==> src/core/atr_regs.svh <==
`ifndef ATR_REGS_SVH
`define ATR_REGS_SVH

// register indices; byte address on the bus is index * 4
`define ATR_IDX_AUX3_LO   8'h9E
`define ATR_IDX_AUX3_HI   8'hA0
`define ATR_IDX_AUX4_LO   8'hA2
`define ATR_IDX_AUX4_HI   8'hA4
`define ATR_IDX_AUX5_LO   8'hA6
`define ATR_IDX_AUX5_HI   8'hA8
`define ATR_IDX_AUX6_LO   8'hAA
`define ATR_IDX_AUX6_HI   8'hAC
`define ATR_IDX_AUX7_LO   8'hAE
`define ATR_IDX_AUX7_HI   8'hB0
`define ATR_IDX_FAULT     8'hB8
`define ATR_IDX_LOT_HI    8'hBE
`define ATR_IDX_LOT_LO    8'hC2
`define ATR_IDX_SERIAL    8'hC6

// limit field position inside a 16-bit limit register
`define ATR_LIM_MSB       15
`define ATR_LIM_LSB       2
`define ATR_RSVD_ZERO     2'h0

// fault register field positions
`define ATR_FLT_LO_LSB    0
`define ATR_FLT_HI_LSB    8

// reset values: widest window, so no fault right after reset
`define ATR_LOW_RST       14'h0000
`define ATR_HIGH_RST      14'h3FFF
`define ATR_FLT_RST       5'h00
`define ATR_RDATA_RST     32'h0000_0000

// first auxiliary channel kept by this bank
`define ATR_FIRST_CH      3'h3

`endif

==> src/core/atr_pkg.sv <==
package atr_pkg;

    // number of auxiliary channels held here (3 to 7)
    localparam int ATR_NCH   = 5;
    // one low and one high limit per channel
    localparam int ATR_NSLOT = 10;

    // 14-bit offset-binary limit code
    typedef logic [13:0] atr_lim_t;
    // all limits, slot 2c low and 2c+1 high of channel c
    typedef atr_lim_t [ATR_NSLOT-1:0] atr_lim_arr_t;
    // one flag per channel
    typedef logic [ATR_NCH-1:0] atr_flags_t;
    // sample channel number
    typedef logic [2:0] atr_chan_t;

    // bus handshake states, one-hot
    typedef enum logic [1:0] {
        ATR_IDLE = 2'b01,
        ATR_ACK  = 2'b10
    } atr_st_e;

    // whole state of the register bank
    typedef struct packed {
        atr_st_e      st;
        logic         wait_q;
        logic [31:0]  rdata;
        atr_lim_arr_t lim;
        atr_flags_t   lo_flt;
        atr_flags_t   hi_flt;
        logic         any_flt;
    } atr_state_s;

endpackage : atr_pkg

==> src/core/atr_aux_limit_regs.sv <==
// Register access over Avalon-MM was left to the implementer.
`timescale 1ns/1ps
`include "atr_regs.svh"

// What this block does
// - limits are offset-binary codes, 0 V to 5 V
// - limit bits 1:0 reserved, read as zero
// - aux3 low limit held in bits 15:2
// - aux3 high limit held in bits 15:2
// - aux4 low limit held and applied
// - aux4 high limit held and applied
// - aux5 low limit held and applied
// - aux5 high limit held and applied
// - aux6 low limit held and applied
// - aux6 high limit held and applied
// - aux7 low limit held and applied
// - aux7 high limit held and applied
// - 64-bit lot identifier readable by host
// - 16-bit serial identifier readable by host

module atr_aux_limit_regs #(
    parameter logic [63:0] LOT_ID = 64'h0123_4567_89AB_CDEF, // arbitrary value
    parameter logic [15:0] SER_ID = 16'h2B4D                 // arbitrary value
) (
    // clock and reset
    input  wire logic               ref_clk,
    input  wire logic               sys_rst,
    // avalon-mm slave, byte addressed
    input  wire logic [9:0]         avs_address,
    input  wire logic               avs_read,
    input  wire logic               avs_write,
    input  wire logic [3:0]         avs_byteenable,
    input  wire logic [31:0]        avs_writedata,
    output logic [31:0]             avs_readdata,
    output logic                    avs_waitrequest,
    // auxiliary sample stream
    input  wire logic               sample_valid,
    input  wire atr_pkg::atr_chan_t sample_channel,
    input  wire logic [15:0]        sample_code,
    // sticky fault flags, bit 0 is channel 3
    output atr_pkg::atr_flags_t     aux_low_fault,
    output atr_pkg::atr_flags_t     aux_high_fault,
    output logic                    aux_fault_any
);
    import atr_pkg::*;

    // limit slot decode: returns hit flag and slot number
    function automatic logic [4:0] lim_slot(input logic [9:0] addr);
        logic [4:0] res;
        res = 5'h00;
        if (addr[1:0] == 2'h0) begin
            unique case (addr[9:2])
                `ATR_IDX_AUX3_LO: res = 5'h10;
                `ATR_IDX_AUX3_HI: res = 5'h11;
                `ATR_IDX_AUX4_LO: res = 5'h12;
                `ATR_IDX_AUX4_HI: res = 5'h13;
                `ATR_IDX_AUX5_LO: res = 5'h14;
                `ATR_IDX_AUX5_HI: res = 5'h15;
                `ATR_IDX_AUX6_LO: res = 5'h16;
                `ATR_IDX_AUX6_HI: res = 5'h17;
                `ATR_IDX_AUX7_LO: res = 5'h18;
                `ATR_IDX_AUX7_HI: res = 5'h19;
                default:          res = 5'h00;
            endcase
        end
        return res;
    endfunction : lim_slot

    // exact word match on a register index
    function automatic logic idx_hit(input logic [9:0] addr, input logic [7:0] idx);
        return (addr == {idx, 2'h0});
    endfunction : idx_hit

    atr_state_s r_q;      // registered state
    atr_state_s r_d;      // next state

    logic       req;      // read or write pending
    logic [4:0] slot_dec; // decoded limit slot
    logic       lim_hit;  // address names a limit
    logic [3:0] slot;     // limit slot number
    logic [31:0] rd_mux;  // read data selected by address
    logic       flt_wr;   // accepted write to the fault register
    atr_flags_t below;    // per-channel under-limit compare
    atr_flags_t above;    // per-channel over-limit compare
    atr_flags_t ch_sel;   // channel of the current sample
    atr_lim_t   lim_new;  // limit after byte-lane merge

    assign req      = avs_read | avs_write;
    assign slot_dec = lim_slot(avs_address);
    assign lim_hit  = slot_dec[4];
    assign slot     = slot_dec[3:0];

    // one comparator per channel, all fed by the shared sample code
    genvar gc;
    generate
        for (gc = 0; gc < ATR_NCH; gc++) begin : g_cmp
            atr_aux_cmp u_cmp (
                .code     (sample_code[`ATR_LIM_MSB:`ATR_LIM_LSB]),
                .low_lim  (r_q.lim[2*gc]),
                .high_lim (r_q.lim[2*gc+1]),
                .below    (below[gc]),
                .above    (above[gc])
            );
            // sample belongs to this channel
            assign ch_sel[gc] = sample_valid &&
                (sample_channel == `ATR_FIRST_CH + 3'(gc));
        end
    endgenerate

    // read multiplexer; unmapped words read as zero
    always_comb begin
        rd_mux = `ATR_RDATA_RST;
        if (lim_hit) begin
            // reserved low bits always return zero
            rd_mux[15:0] = {r_q.lim[slot], `ATR_RSVD_ZERO};
        end else if (idx_hit(avs_address, `ATR_IDX_LOT_HI)) begin
            rd_mux = LOT_ID[63:32];
        end else if (idx_hit(avs_address, `ATR_IDX_LOT_LO)) begin
            rd_mux = LOT_ID[31:0];
        end else if (idx_hit(avs_address, `ATR_IDX_SERIAL)) begin
            rd_mux[15:0] = SER_ID;
        end else if (idx_hit(avs_address, `ATR_IDX_FAULT)) begin
            rd_mux[`ATR_FLT_LO_LSB +: ATR_NCH] = r_q.lo_flt;
            rd_mux[`ATR_FLT_HI_LSB +: ATR_NCH] = r_q.hi_flt;
        end
    end

    // byte-lane merge of a limit write; bits 1:0 are dropped
    always_comb begin
        lim_new = r_q.lim[slot];
        if (avs_byteenable[0]) begin
            lim_new[5:0] = avs_writedata[7:2];
        end
        if (avs_byteenable[1]) begin
            lim_new[13:6] = avs_writedata[15:8];
        end
    end

    // write to the fault register in its accepting cycle
    assign flt_wr = (r_q.st == ATR_ACK) && avs_write &&
        idx_hit(avs_address, `ATR_IDX_FAULT);

    // next-state logic for bus handshake, limits and faults
    always_comb begin
        r_d = r_q;
        unique case (r_q.st)
            ATR_IDLE: begin
                // take the request; answer in the next cycle
                if (req) begin
                    r_d.st     = ATR_ACK;
                    r_d.wait_q = 1'b0;
                    r_d.rdata  = avs_read ? rd_mux : `ATR_RDATA_RST;
                end
            end
            ATR_ACK: begin
                // master samples waitrequest low at this edge
                r_d.st     = ATR_IDLE;
                r_d.wait_q = 1'b1;
                r_d.rdata  = `ATR_RDATA_RST;
                // limit writes land at the same edge; fault register clears land there too, below
                if (avs_write && lim_hit) begin
                    r_d.lim[slot] = lim_new;
                end
            end
        endcase
        // write-one-to-clear, applied before the new events
        if (flt_wr && avs_byteenable[0]) begin
            r_d.lo_flt = r_q.lo_flt & ~avs_writedata[`ATR_FLT_LO_LSB +: ATR_NCH];
        end
        if (flt_wr && avs_byteenable[1]) begin
            r_d.hi_flt = r_q.hi_flt & ~avs_writedata[`ATR_FLT_HI_LSB +: ATR_NCH];
        end
        // new events win over a clear in the same cycle
        r_d.lo_flt  = r_d.lo_flt | (ch_sel & below);
        r_d.hi_flt  = r_d.hi_flt | (ch_sel & above);
        r_d.any_flt = (|r_d.lo_flt) | (|r_d.hi_flt);
    end

    // state register; limits reset to the widest window
    always_ff @(posedge ref_clk or posedge sys_rst) begin
        if (sys_rst) begin
            r_q.st      <= ATR_IDLE;
            r_q.wait_q  <= 1'b1;
            r_q.rdata   <= `ATR_RDATA_RST;
            for (int i = 0; i < ATR_NCH; i++) begin
                r_q.lim[2*i]   <= `ATR_LOW_RST;
                r_q.lim[2*i+1] <= `ATR_HIGH_RST;
            end
            r_q.lo_flt  <= `ATR_FLT_RST;
            r_q.hi_flt  <= `ATR_FLT_RST;
            r_q.any_flt <= 1'b0;
        end else begin
            r_q <= r_d;
        end
    end

    // outputs straight from the state flops
    assign avs_readdata    = r_q.rdata;
    assign avs_waitrequest = r_q.wait_q;
    assign aux_low_fault   = r_q.lo_flt;
    assign aux_high_fault  = r_q.hi_flt;
    assign aux_fault_any   = r_q.any_flt;
endmodule : atr_aux_limit_regs

==> src/core/atr_aux_cmp.sv <==
`timescale 1ns/1ps

module atr_aux_cmp (
    // sample and limits
    input  wire atr_pkg::atr_lim_t code,
    input  wire atr_pkg::atr_lim_t low_lim,
    input  wire atr_pkg::atr_lim_t high_lim,
    // compare results
    output logic                   below,
    output logic                   above
);
    import atr_pkg::*;

    // plain unsigned compare: offset-binary keeps 0 V at code zero
    // and 5 V at all ones, so order is monotonic
    always_comb begin
        below = (code < low_lim);
        above = (code > high_lim);
    end

endmodule : atr_aux_cmp

==> config.mk <==
export PLATFORM = sky130hd
export DESIGN_NAME = atr_aux_limit_regs
export DESIGN_NICKNAME = d
export VERILOG_FILES = /design/src/core/atr_pkg.sv /design/src/core/atr_aux_limit_regs.sv /design/src/core/atr_aux_cmp.sv
export VERILOG_INCLUDE_DIRS = /design/src /design/src/core
export SDC_FILE = /design/constraint.sdc
export NUM_CORES = 1
export LEC_CHECK = 0
export ABC_AREA = 1
export BUFFER_PORTS_ARGS = -buffer_cell sky130_fd_sc_hd__buf_2
export CORE_ASPECT_RATIO = 0.6
export CORE_MARGIN = 2
export CORE_UTILIZATION = 53
export CTS_CLUSTER_DIAMETER = 50
export DETAILED_ROUTE_END_ITERATION = 10
export GPL_TIMING_DRIVEN = 1
export PLACE_DENSITY_LB_ADDON = 0.3
export SYNTH_ARGS = -nofsm -noshare
export SYNTH_HDL_FRONTEND = slang
export SYNTH_SLANG_ARGS = --single-unit
==> constraint.sdc <==
create_clock -name ref_clk -period 5.1 [get_ports ref_clk]
set_input_delay 0.765 -clock ref_clk [delete_from_list [all_inputs] [get_ports ref_clk]]
set_output_delay 0.765 -clock ref_clk [all_outputs]
set_load 0.05 [all_outputs]
==> Yosys cells after proc, flatten, opt, wreduce, memory -nomap -nowiden <==
Index checks and enable logic that the tools add are counted.
{ "word_totals": {"register_bits": 186, "inputBits": 70, "out_inout_bits": 44, "word_cells": 100} }
{ "classes": {"n_reduce_logical": 15, "n_bitwise": 10, "eq_ne": 22, "muxes": 25, "order_cmp": 12} }
{ "op_table": {"columns": ["operator", "n"], "rows": [
  ["$bwmux W140", 1],
  ["$eq A8 B8 Y1 const B", 10],
  ["$gt A14 B14 Y1", 5],
  ["$lt A14 B14 Y1", 5],
  ["$pmux W35 S2", 1],
  ["$mux W16", 4],
  ["$mux W32", 2],
  ["$bmux W14 S4", 1],
  ["$demux W14 S4", 1],
  ["$pmux W5 S10", 1],
  ["$eq A10 B10 Y1 const B", 4],
  ["$mux W35", 1],
  ["$mux W5", 7],
  ["$mux W14", 2],
  ["$and A5 B5 Y5", 4],
  ["$eq A3 B3 Y1 const B", 4],
  ["$logic_and A1 B1 Y1", 11],
  ["$not A5 Y5", 2],
  ["$or A5 B5 Y5", 2],
  ["$reduce_or A5 Y1", 2],
  ["$mux W8", 1],
  ["$mux W6", 1],
  ["$lt A4 B5 Y1 const B", 1],
  ["$ge A4 B1 Y1 const B", 1],
  ["other kinds (9)", 10]
]} }

==> Depth between registers and ports, before layout <==
Gate-level depths: netlist (run 1).
{ "depth": {"ltp_word": 9, "depth_mapped": 17, "ltp_nobuf": 15} }

==> Cells and area by module <==
From an unflattened synthesis (run 1), not the netlist that was laid out.
{ "unflattened": {"hier_cells": 1997, "hier_area_um2": 13777.0} }
{ "by_module_without_submodules": {"columns": ["module", "seq_area_each_um2", "cells_each", "n_inst", "area_per_inst_um2"], "rows": [
  ["atr_aux_limit_regs", 4367.9, 1387, 1, 10073.4],
  ["atr_aux_cmp", 0.0, 122, 5, 740.7]
]} }

==> Least setup slack after synthesis (run 1) <==
Ideal clock, no wire load.
{ "synth_path": {"path_kind": "input port to flip-flop", "from": "input port avs_address[8]", "to": "register r_q[126] (netlist name)", "n_path_buf": 1, "path_stages": 15, "t_arrival_ps": 2230, "setup_time_ps": 118, "setup_slack_ps": 2752, "required_ps": 4982, "path_cell_list": "inv_2 -> nand2_2 -> nor2_4 -> nand3_1 -> nand2_2 -> inv_2 -> nand3_2 -> nand2_4 -> clkinv_2 -> nand3_4 -> nor2_4 -> inv_2 -> buf_2 -> nand2_1 -> nand2_1"} }
{ "synth_via": {"elab_chain_cells": 8, "word_cells_on_any_way": 23, "classes_between": "order compare (2); eq/ne (10); mux (8); reduce/logical (3)"} }
{ "synth_rtl": {"columns": ["element", "line_no", "text"], "rows": [
  ["from (decl)", "atr_aux_limit_regs.sv:29", "input wire logic [9:0] avs_address,"],
  ["$eq A8 B8 Y1", "atr_aux_limit_regs.sv:52", "unique case (addr[9:2])"],
  ["$pmux W5 S10 *", "atr_aux_limit_regs.sv:52", null],
  ["$mux W5 *", "atr_aux_limit_regs.sv:51", "if (addr[1:0] == 2'h0) begin"],
  ["$lt A4 B5 Y1 (not written as such) or $ge A4 B1 Y1 (tied branches)", "atr_aux_limit_regs.sv:162", "r_d.lim[slot] = lim_new;"],
  ["$logic_and A1 B1 Y1 (not written as such)", "atr_aux_limit_regs.sv:162", null],
  ["$mux W14 (not written as such)", "atr_aux_limit_regs.sv:162", null],
  ["$demux W14 S4", "atr_aux_limit_regs.sv:162", null],
  ["$bwmux W140", "atr_aux_limit_regs.sv:162", null],
  ["to (signal assigned)", "atr_aux_limit_regs.sv:193", "r_q <= r_d;"],
  ["to (decl)", "atr_aux_limit_regs.sv:74", "atr_state_s r_q;"]
]} }
Mark *: on every way between the ends. The rest lies on a longest branch, timed or not. The select of a mux whose other input is x is not followed.
A chain may end at the register's enable or synchronous reset.

==> Worst setup path after layout (run 1) <==
{ "layout_path": {"from": "input port avs_address[1]", "to": "register r_q[79] (netlist name)"} }
{ "layout_via": {"elab_chain_cells": 7, "word_cells_on_any_way": 13, "classes_between": "order compare (2); mux (7); reduce/logical (4)"} }
{ "layout_rtl": {"columns": ["element", "line_no"], "rows": [
  ["$logic_not A2 Y1 *", "atr_aux_limit_regs.sv:51"],
  ["$mux W5 *", "atr_aux_limit_regs.sv:51"],
  ["$lt A4 B5 Y1 (not written as such) or $ge A4 B1 Y1 (tied branches)", "atr_aux_limit_regs.sv:162"],
  ["$logic_and A1 B1 Y1 (not written as such)", "atr_aux_limit_regs.sv:162"],
  ["$mux W14 (not written as such)", "atr_aux_limit_regs.sv:162"],
  ["$demux W14 S4", "atr_aux_limit_regs.sv:162"],
  ["$bwmux W140", "atr_aux_limit_regs.sv:162"]
]} }
Marks and branches as above.

==> results of run 1 <==
==> final cells by class <==
type                       count  area (um2)
clock buffer                  23         498
clock inverter                 9        63.8
fill                        2312       10300
inverter                     197         744
multi-input combinational   1391        7200
sequential                   171        4370
tap                          322         403
timing repair buffer          92         490
==> cell usage after synthesis (3+ instances only) <==
library cell  number  area share [%]
nor2_4            11            0.96
ha_1             135              13
dfrtp_1          100              19
o211ai_1           7            0.41
a31oi_1            3            0.14
a21oi_1           69             2.7
nand4_1           32             1.5
or2_2              6            0.29
buf_1             10            0.29
buf_4             49             2.8
o21ai_1            8            0.31
o21ai_0           51             2.0
nand2_1          778              23
nand2_2           24             1.2
buf_6             12             1.0
nand3b_1           5            0.29
a21boi_0           5            0.29
nor3_1            10            0.39
clkbuf_1           7            0.20
nor2_2             4            0.19
nand3_1          172             6.6
nor2_1            49             1.4
inv_1            180             5.2
dfstp_2           71              14
o21a_1             3            0.17
buf_2             25            0.97
inv_2             14            0.41
==> power by group through the flow <==
stage	logic [W]	clock network [W]	registers [W]
finish	0.000568	0.00127	0.00142
global route	0.000616	0.00134	0.00142
CTS	0.000554	0.00128	0.00142
detailed placement	0.000551	0	0.00144
global placement	0.000535	0	0.00144
floorplan	0.000372	0	0.00145
==> critical path, cell delays in order <==
cell and delay, ns:
buf_2 0.11, nor2_4 0.68, nand2_1 0.67, inv_2 0.51, nand3_1 0.66, inv_1 0.75, nand3_1 0.15, nand2_1 0.09
==> cell families after synthesis <==
logic type / after synthesis / synth area share [%]
DFF: 171 / 33.7
adders and majority gates: 135 / 13.0
other: 1 / 0.0289
buffers and inverters: 300 / 11.1
AOI/OAI and AO/OA: 149 / 6.16
and+or+nand+nor: 1099 / 36.0
==> metrics by stage <==
stage / area (um2) / setup slack (ns) / power [W] / utilization, %
2_1_floorplan: 13000 / 2.21 / 0.00182 / -
3_3_place_gp: 13200 / 0.910 / 0.00197 / 54.8
3_5_place_dp: 13200 / 0.792 / 0.00199 / 54.8
4_1_cts: 13800 / 1.27 / 0.00325 / 57.1
5_1_grt: 13800 / 0.891 / 0.00337 / 57.1
6_report: 13800 / 1.07 / 0.00325 / 57.1
==> flip-flops by register name, summed over array words and instances, names as in the netlist <==
name,count
r_q,142
avs_readdata,18
aux_high_fault,5
aux_low_fault,5
aux_fault_any,1
==> worst min-delay path by stage <==
stage,from,endpoint,slack (ns),depth (start not counted)
4_1_cts,r_q[116]$_DFFE_PP1P_,r_q[116]$_DFFE_PP1P_,0.47,2
3_5_place_dp,r_q[31]$_DFFE_PP1P_,r_q[31]$_DFFE_PP1P_,0.46,2
5_1_grt,r_q[66]$_DFFE_PP1P_,r_q[66]$_DFFE_PP1P_,0.48,2
3_3_place_gp,r_q[87]$_DFFE_PP1P_,r_q[87]$_DFFE_PP1P_,0.46,2
6_report,r_q[116]$_DFFE_PP1P_,r_q[116]$_DFFE_PP1P_,0.47,2
2_1_floorplan,r_q[26]$_DFFE_PP1P_,r_q[26]$_DFFE_PP1P_,0.45,2
==> routing by layer <==
layer | global-route usage, % | vias to the layer above | share of wire [%]
met5 | 0 | - | 0.023
li1 | - | 5905 | -
met1 | 50.6 | 5934 | 45
met4 | 9.96 | 2 | 2.2
met3 | 11.8 | 75 | 13
met2 | 46.3 | 711 | 40
==> summary.md, run 1 <==
| Metric | Value |
|---|---|
| Fin crit period | 4.03 ns |
| Die H | 125 um |
| Dpl cells | 2173 |
| Cell internal pwr | 0.00222 W |
| CTS buffer count | 17 |
| WL final | 42.7 mm |
| Synth Instances | 1855 |
| Post-CTS Hold Fix Bufs | 0 |
| Sequential share of power | 43.6% |
| Worst-case reg-to-reg path depth | 9 |
| Achievable Freq | 0.248 GHz |
| Final setup fails | 0 |
| Arrival @ worst endpoint | 4.41 ns |
| Initial Utilization | 53.8% |
| CTS tree | done |
| Worst hold margin | 0.467 ns |
| Primary FF master, synth | dfrtp_1 |
| Period utilization | 78.9% |
| First-pass GRT wire length | 66.4 mm |
| Post-CTS Setup Inserts | 0 |
| Status | complete, no violations |
| Commonest non-fill, non-tap cell in the layout | nand2_1 |
| Synth warn | 0 |
| Clock tree sinks | 171 |
| Final hold vios | 0 |
| HPWL after detailed placement | 31.2 mm |
| DR DRC count | 0 |
| Initial DRC Count | 1778 |
| Worst Path Required | 5.49 ns |
| Area grow syn2layout | 6.18% |
| Sequential share of the synthesized area | 33.7% |
| Wirelength per Cell | 19.4 um |
| Clock tree buffer depth | 2 |
| Mapped Area | 13000 um2 |
| Max Cap Viol | 0 |
| Worst-Margin Slew | 0.986 ns |
| Core Region | 24100 um2 |
| H-tree depth reported by CTS | 4 |
| Cell Rows | 44 |
| Leakage | 6.91 nW |
| Clk pwr share | 38.9% |
| Setup repair after global routing missed its margin | no |
| CP endpoint kind | flop |
| Commonest cells after routing, fill and taps aside | 778 x nand2_1, 179 x inv_1, 172 x nand3_1 |
| Avg Synthesized Cell Area | 6.99 um2 |
| Logic pwr share | 17.5% |
| GRT Total Usage | 34.1% |
| Share of layout cells above drive strength 1 | 13.9% |
| Clock latency on the worst-skew pair | 0.46 ns |
| Post-synth EDFFs | 0 |
| Slew headroom | 34.3% |
| Remaining Overflow, GRT | 0 |
| Switching part of the total | 31.8% |
| CP Max Fanout | 30 |
| Largest net degree at the start of global routing | 172 |
| Clock Skews | 0.0122 ns |
| Hold WC Path Type | reg2reg |
| RD Place Congestion | 1.00 |
| Nets | 2075 |
| Netlist cell types | 39 |
| Clock Tree Root | clkbuf_16 |
| Vias/cell | 5.73 |
| CP Launch Type | primary input |
| Drt pass-1 iters | 5 |
| Post_cts resized | 0 |
| Ys async rst share | 100% |
| Die W | 206 um |
| Cell Pwr Density | 236 nW/um2 |
| Fin cells | 2205 |
| Die footprint | 25800 um2 |
| Max VDD drop | 223 uV |
| Setup TNS | 0 ns |
| Reg2reg setup slack | 2.33 ns |
| CP Launch Point | avs_address[1] |
| N_diodes | 0 |
| Vias in the first global route | 11800 |
| Final ANT Viol Nets | 0 |
| Reg2reg end | r_q[79]$_DFFE_PP0P_ |
| Clock-pin transition on the worst setup and hold timing paths | 0.07 ns |
| Initial antenna violation count | 1 |
| #FFs+latches synth | 171 |
| Via Count | 12600 |
| Worst setup endpoint | r_q[79]$_DFFE_PP0P_ |
| Reg2reg start | r_q[184]$_DFFE_PP1P_ |
| IO Pins | 114 |
| WS Path Type | in2reg |
| Port Buffer Count | 85 |
| Final max-slew violation count | 0 |
| Psw | 0.00103 W |
Power figures use the tool's default switching activity.
==> run 2: changes to the inputs <==
Clock period 5.1 ns to 4 ns, I/O delays scaled along.
==> run 2 against run 1 <==
Clock power grew 43%. Wire length grew 1.7%. Critical path depth grew 6. Die area is the same. Via count grew 0.59%. Critical endpoint unchanged. Highest routed layer unchanged.
==> summary.md, run 2 (synthesis results as in run 1) <==
| Metric | Value |
|---|---|
| Hold WC Path Type | in2async |
| Clock Tree Root | clkbuf_16 |
| CP Max Fanout | 32 (+6.7%) |
| Fin cells | 2214 (+0.41%) |
| Clock Skews | 0.0157 ns (+0.00350 ns) |
| Die W | 206 um (unchanged) |
| Nets | 2084 (+0.43%) |
| Post_cts resized | 0 (unchanged) |
| Dpl cells | 2182 (+0.41%) |
| Post-CTS Setup Inserts | 0 (unchanged) |
| IO Pins | 114 (unchanged) |
| Achievable Freq | 0.330 GHz |
| Wirelength per Cell | 19.6 um (+1.3%) |
| Total power | 0.00435 W (+34%) |
| Post-CTS Hold Fix Bufs | 0 (unchanged) |
| Remaining Overflow, GRT | 0 (unchanged) |
| Max reg flops | 142 (unchanged) |
| Clock-pin transition on the worst setup and hold timing paths | 0.07 ns (about the same) |
| Vias/cell | 5.74 (+0.18%) |
| Cell Rows | 44 (unchanged) |
| Via Count | 12700 (+0.59%) |
| Area grow syn2layout | 7.20% |
| Reg2reg setup slack | 1.47 ns (-0.86 ns) |
| Core Region | 24100 um2 (unchanged) |
| Vias in the first global route | 12200 (+3.8%) |
| Final ANT Viol Nets | 0 (unchanged) |
| Die footprint | 25800 um2 (unchanged) |
| H-tree depth reported by CTS | 4 (unchanged) |
| Arrival @ worst endpoint | 3.37 ns (-1.04 ns) |
| Final max-slew violation count | 0 (unchanged) |
| Setup TNS | 0 ns (unchanged) |
| WL final | 43.4 mm (+1.7%) |
| Port Buffer Count | 85 (unchanged) |
| Slew headroom | 39.6% (+5.3 points) |
| Fin crit period | 3.03 ns |
| Initial antenna violation count | 1 (unchanged) |
| DR DRC count | 0 (unchanged) |
| Commonest cells after routing, fill and taps aside | 778 x nand2_1, 179 x inv_1, 172 x nand3_1 |
| Share of layout cells above drive strength 1 | 14.1% (+0.20 points) |
| CTS buffer count | 17 (unchanged) |
| Initial Utilization | 53.8% (unchanged) |
| CTS tree | done |
| Clock tree buffer depth | 2 (unchanged) |
| CP Launch Type | primary input |
| Initial DRC Count | 1654 (-7.0%) |
| Final hold vios | 0 (unchanged) |
| Biggest register | r_q |
| RD Place Congestion | 0.960 (-4.0%) |
| Max Cap Viol | 0 (unchanged) |
| Clock latency on the worst-skew pair | 0.47 ns (about the same) |
| Period utilization | 75.6% |
| Post-layout util | 57.6% (+0.55 points) |
| Worst hold margin | 0.155 ns (-0.312 ns) |
| Reg2reg start | r_q[122]$_DFFE_PP1P_ |
| Max VDD drop | 238 uV (+6.7%) |
| GRT Total Usage | 34.7% (+0.57 points) |
| Clock tree sinks | 171 (unchanged) |
| Drt pass-1 iters | 6 (+1) |
| Largest net degree at the start of global routing | 63 (-63%) |
| Die H | 125 um (unchanged) |
| Reg2reg end | aux_fault_any$_DFF_PP0_ |
| HPWL after detailed placement | 32.2 mm (+3.1%) |
| Commonest non-fill, non-tap cell in the layout | nand2_1 |
| Filler Cell Count | 2276 (-1.6%) |
| Leakage | 7.00 nW (+1.3%) |
| Status | complete, no violations |
| WS Path Type | in2reg |
| Worst-case reg-to-reg path depth | 14 (+5) |
| Setup repair after global routing missed its margin | no |
| N_diodes | 0 (unchanged) |
| Worst-Margin Slew | 0.906 ns (-0.0802 ns) |
| Cell Pwr Density | 313 nW/um2 (+32%) |
| Worst Path Required | 4.34 ns (-1.15 ns) |
| CP endpoint kind | flop |
| Final setup fails | 0 (unchanged) |
| First-pass GRT wire length | 67.7 mm (+1.9%) |
==> run 2: changes by cell type in the layout (fill, tap and decap cells not counted), sizes merged <==
cell and delta:
bufinv +4, clkinvlp -5, clkbuf +1, buf +9
==> run 2: area by class of cell <==
type | count | area, um2 | share of cell area [%]
clock buffer | 24 | 472 | 3.39
clock inverter | 8 | 143 | 1.03
inverter | 197 | 744 | 5.36
multi-input combinational | 1391 | 7200 | 51.8
sequential | 171 | 4370 | 31.4
tap | 322 | 403 | 2.90
timing repair buffer | 101 | 571 | 4.11
==> run 2: worst max-delay path by stage <==
| stage | end | start | slack [ns] | cells past startpoint |
|---|---|---|---|---|
| after global routing | r_q[51]$_DFFE_PP0P_ | avs_address[5] | 0.85 | 16 |
| after global placement | r_q[16]$_DFFE_PP0P_ | avs_address[5] | 0.72 | 16 |
| final | r_q[79]$_DFFE_PP0P_ | avs_address[8] | 0.97 | 14 |
| after CTS | r_q[79]$_DFFE_PP0P_ | avs_address[8] | 1.10 | 14 |
| after detailed placement | r_q[79]$_DFFE_PP0P_ | avs_address[8] | 0.62 | 14 |
| after floorplan | aux_fault_any$_DFF_PP0_ | sys_rst | 1.28 | 1 |
==> run 2: power breakdown <==
part / switching, W / internal, W / total [W]
Sequential: 0.0000307 / 0.00178 / 0.00181
Clock: 0.000731 / 0.00108 / 0.00181
Combinational: 0.000553 / 0.000182 / 0.000735
==> run 2: worst max-delay path, stage by stage <==
cell	delay, ns
buf_2	0.11
inv_2	0.05
nand2_2	0.08
nor2_4	0.20
nand3_1	0.11
nand2_2	0.12
nand2_2	0.29
inv_2	0.63
nor2_1	0.18
nand3_1	0.13
buf_4	0.25
inv_1	0.33
nand3_1	0.19
nand2_1	0.08
==> run 2: layer usage <==
layer	vias to the layer above	share of wire [%]	wire, um	global-route usage [%]
li1	5906	-	-	-
met5	-	0.021	9	0
met1	5972	44	19100	50.5
met2	734	40	17200	47.6
met4	2	2.6	1130	11.8
met3	87	14	5990	11.9
==> run 2: per-stage QoR <==
stage	setup WS, ns	cell area [um2]
6_report	0.974	13900
5_1_grt	0.848	13900
4_1_cts	1.10	13900
3_5_place_dp	0.615	13300
3_3_place_gp	0.721	13300
2_1_floorplan	1.28	13000
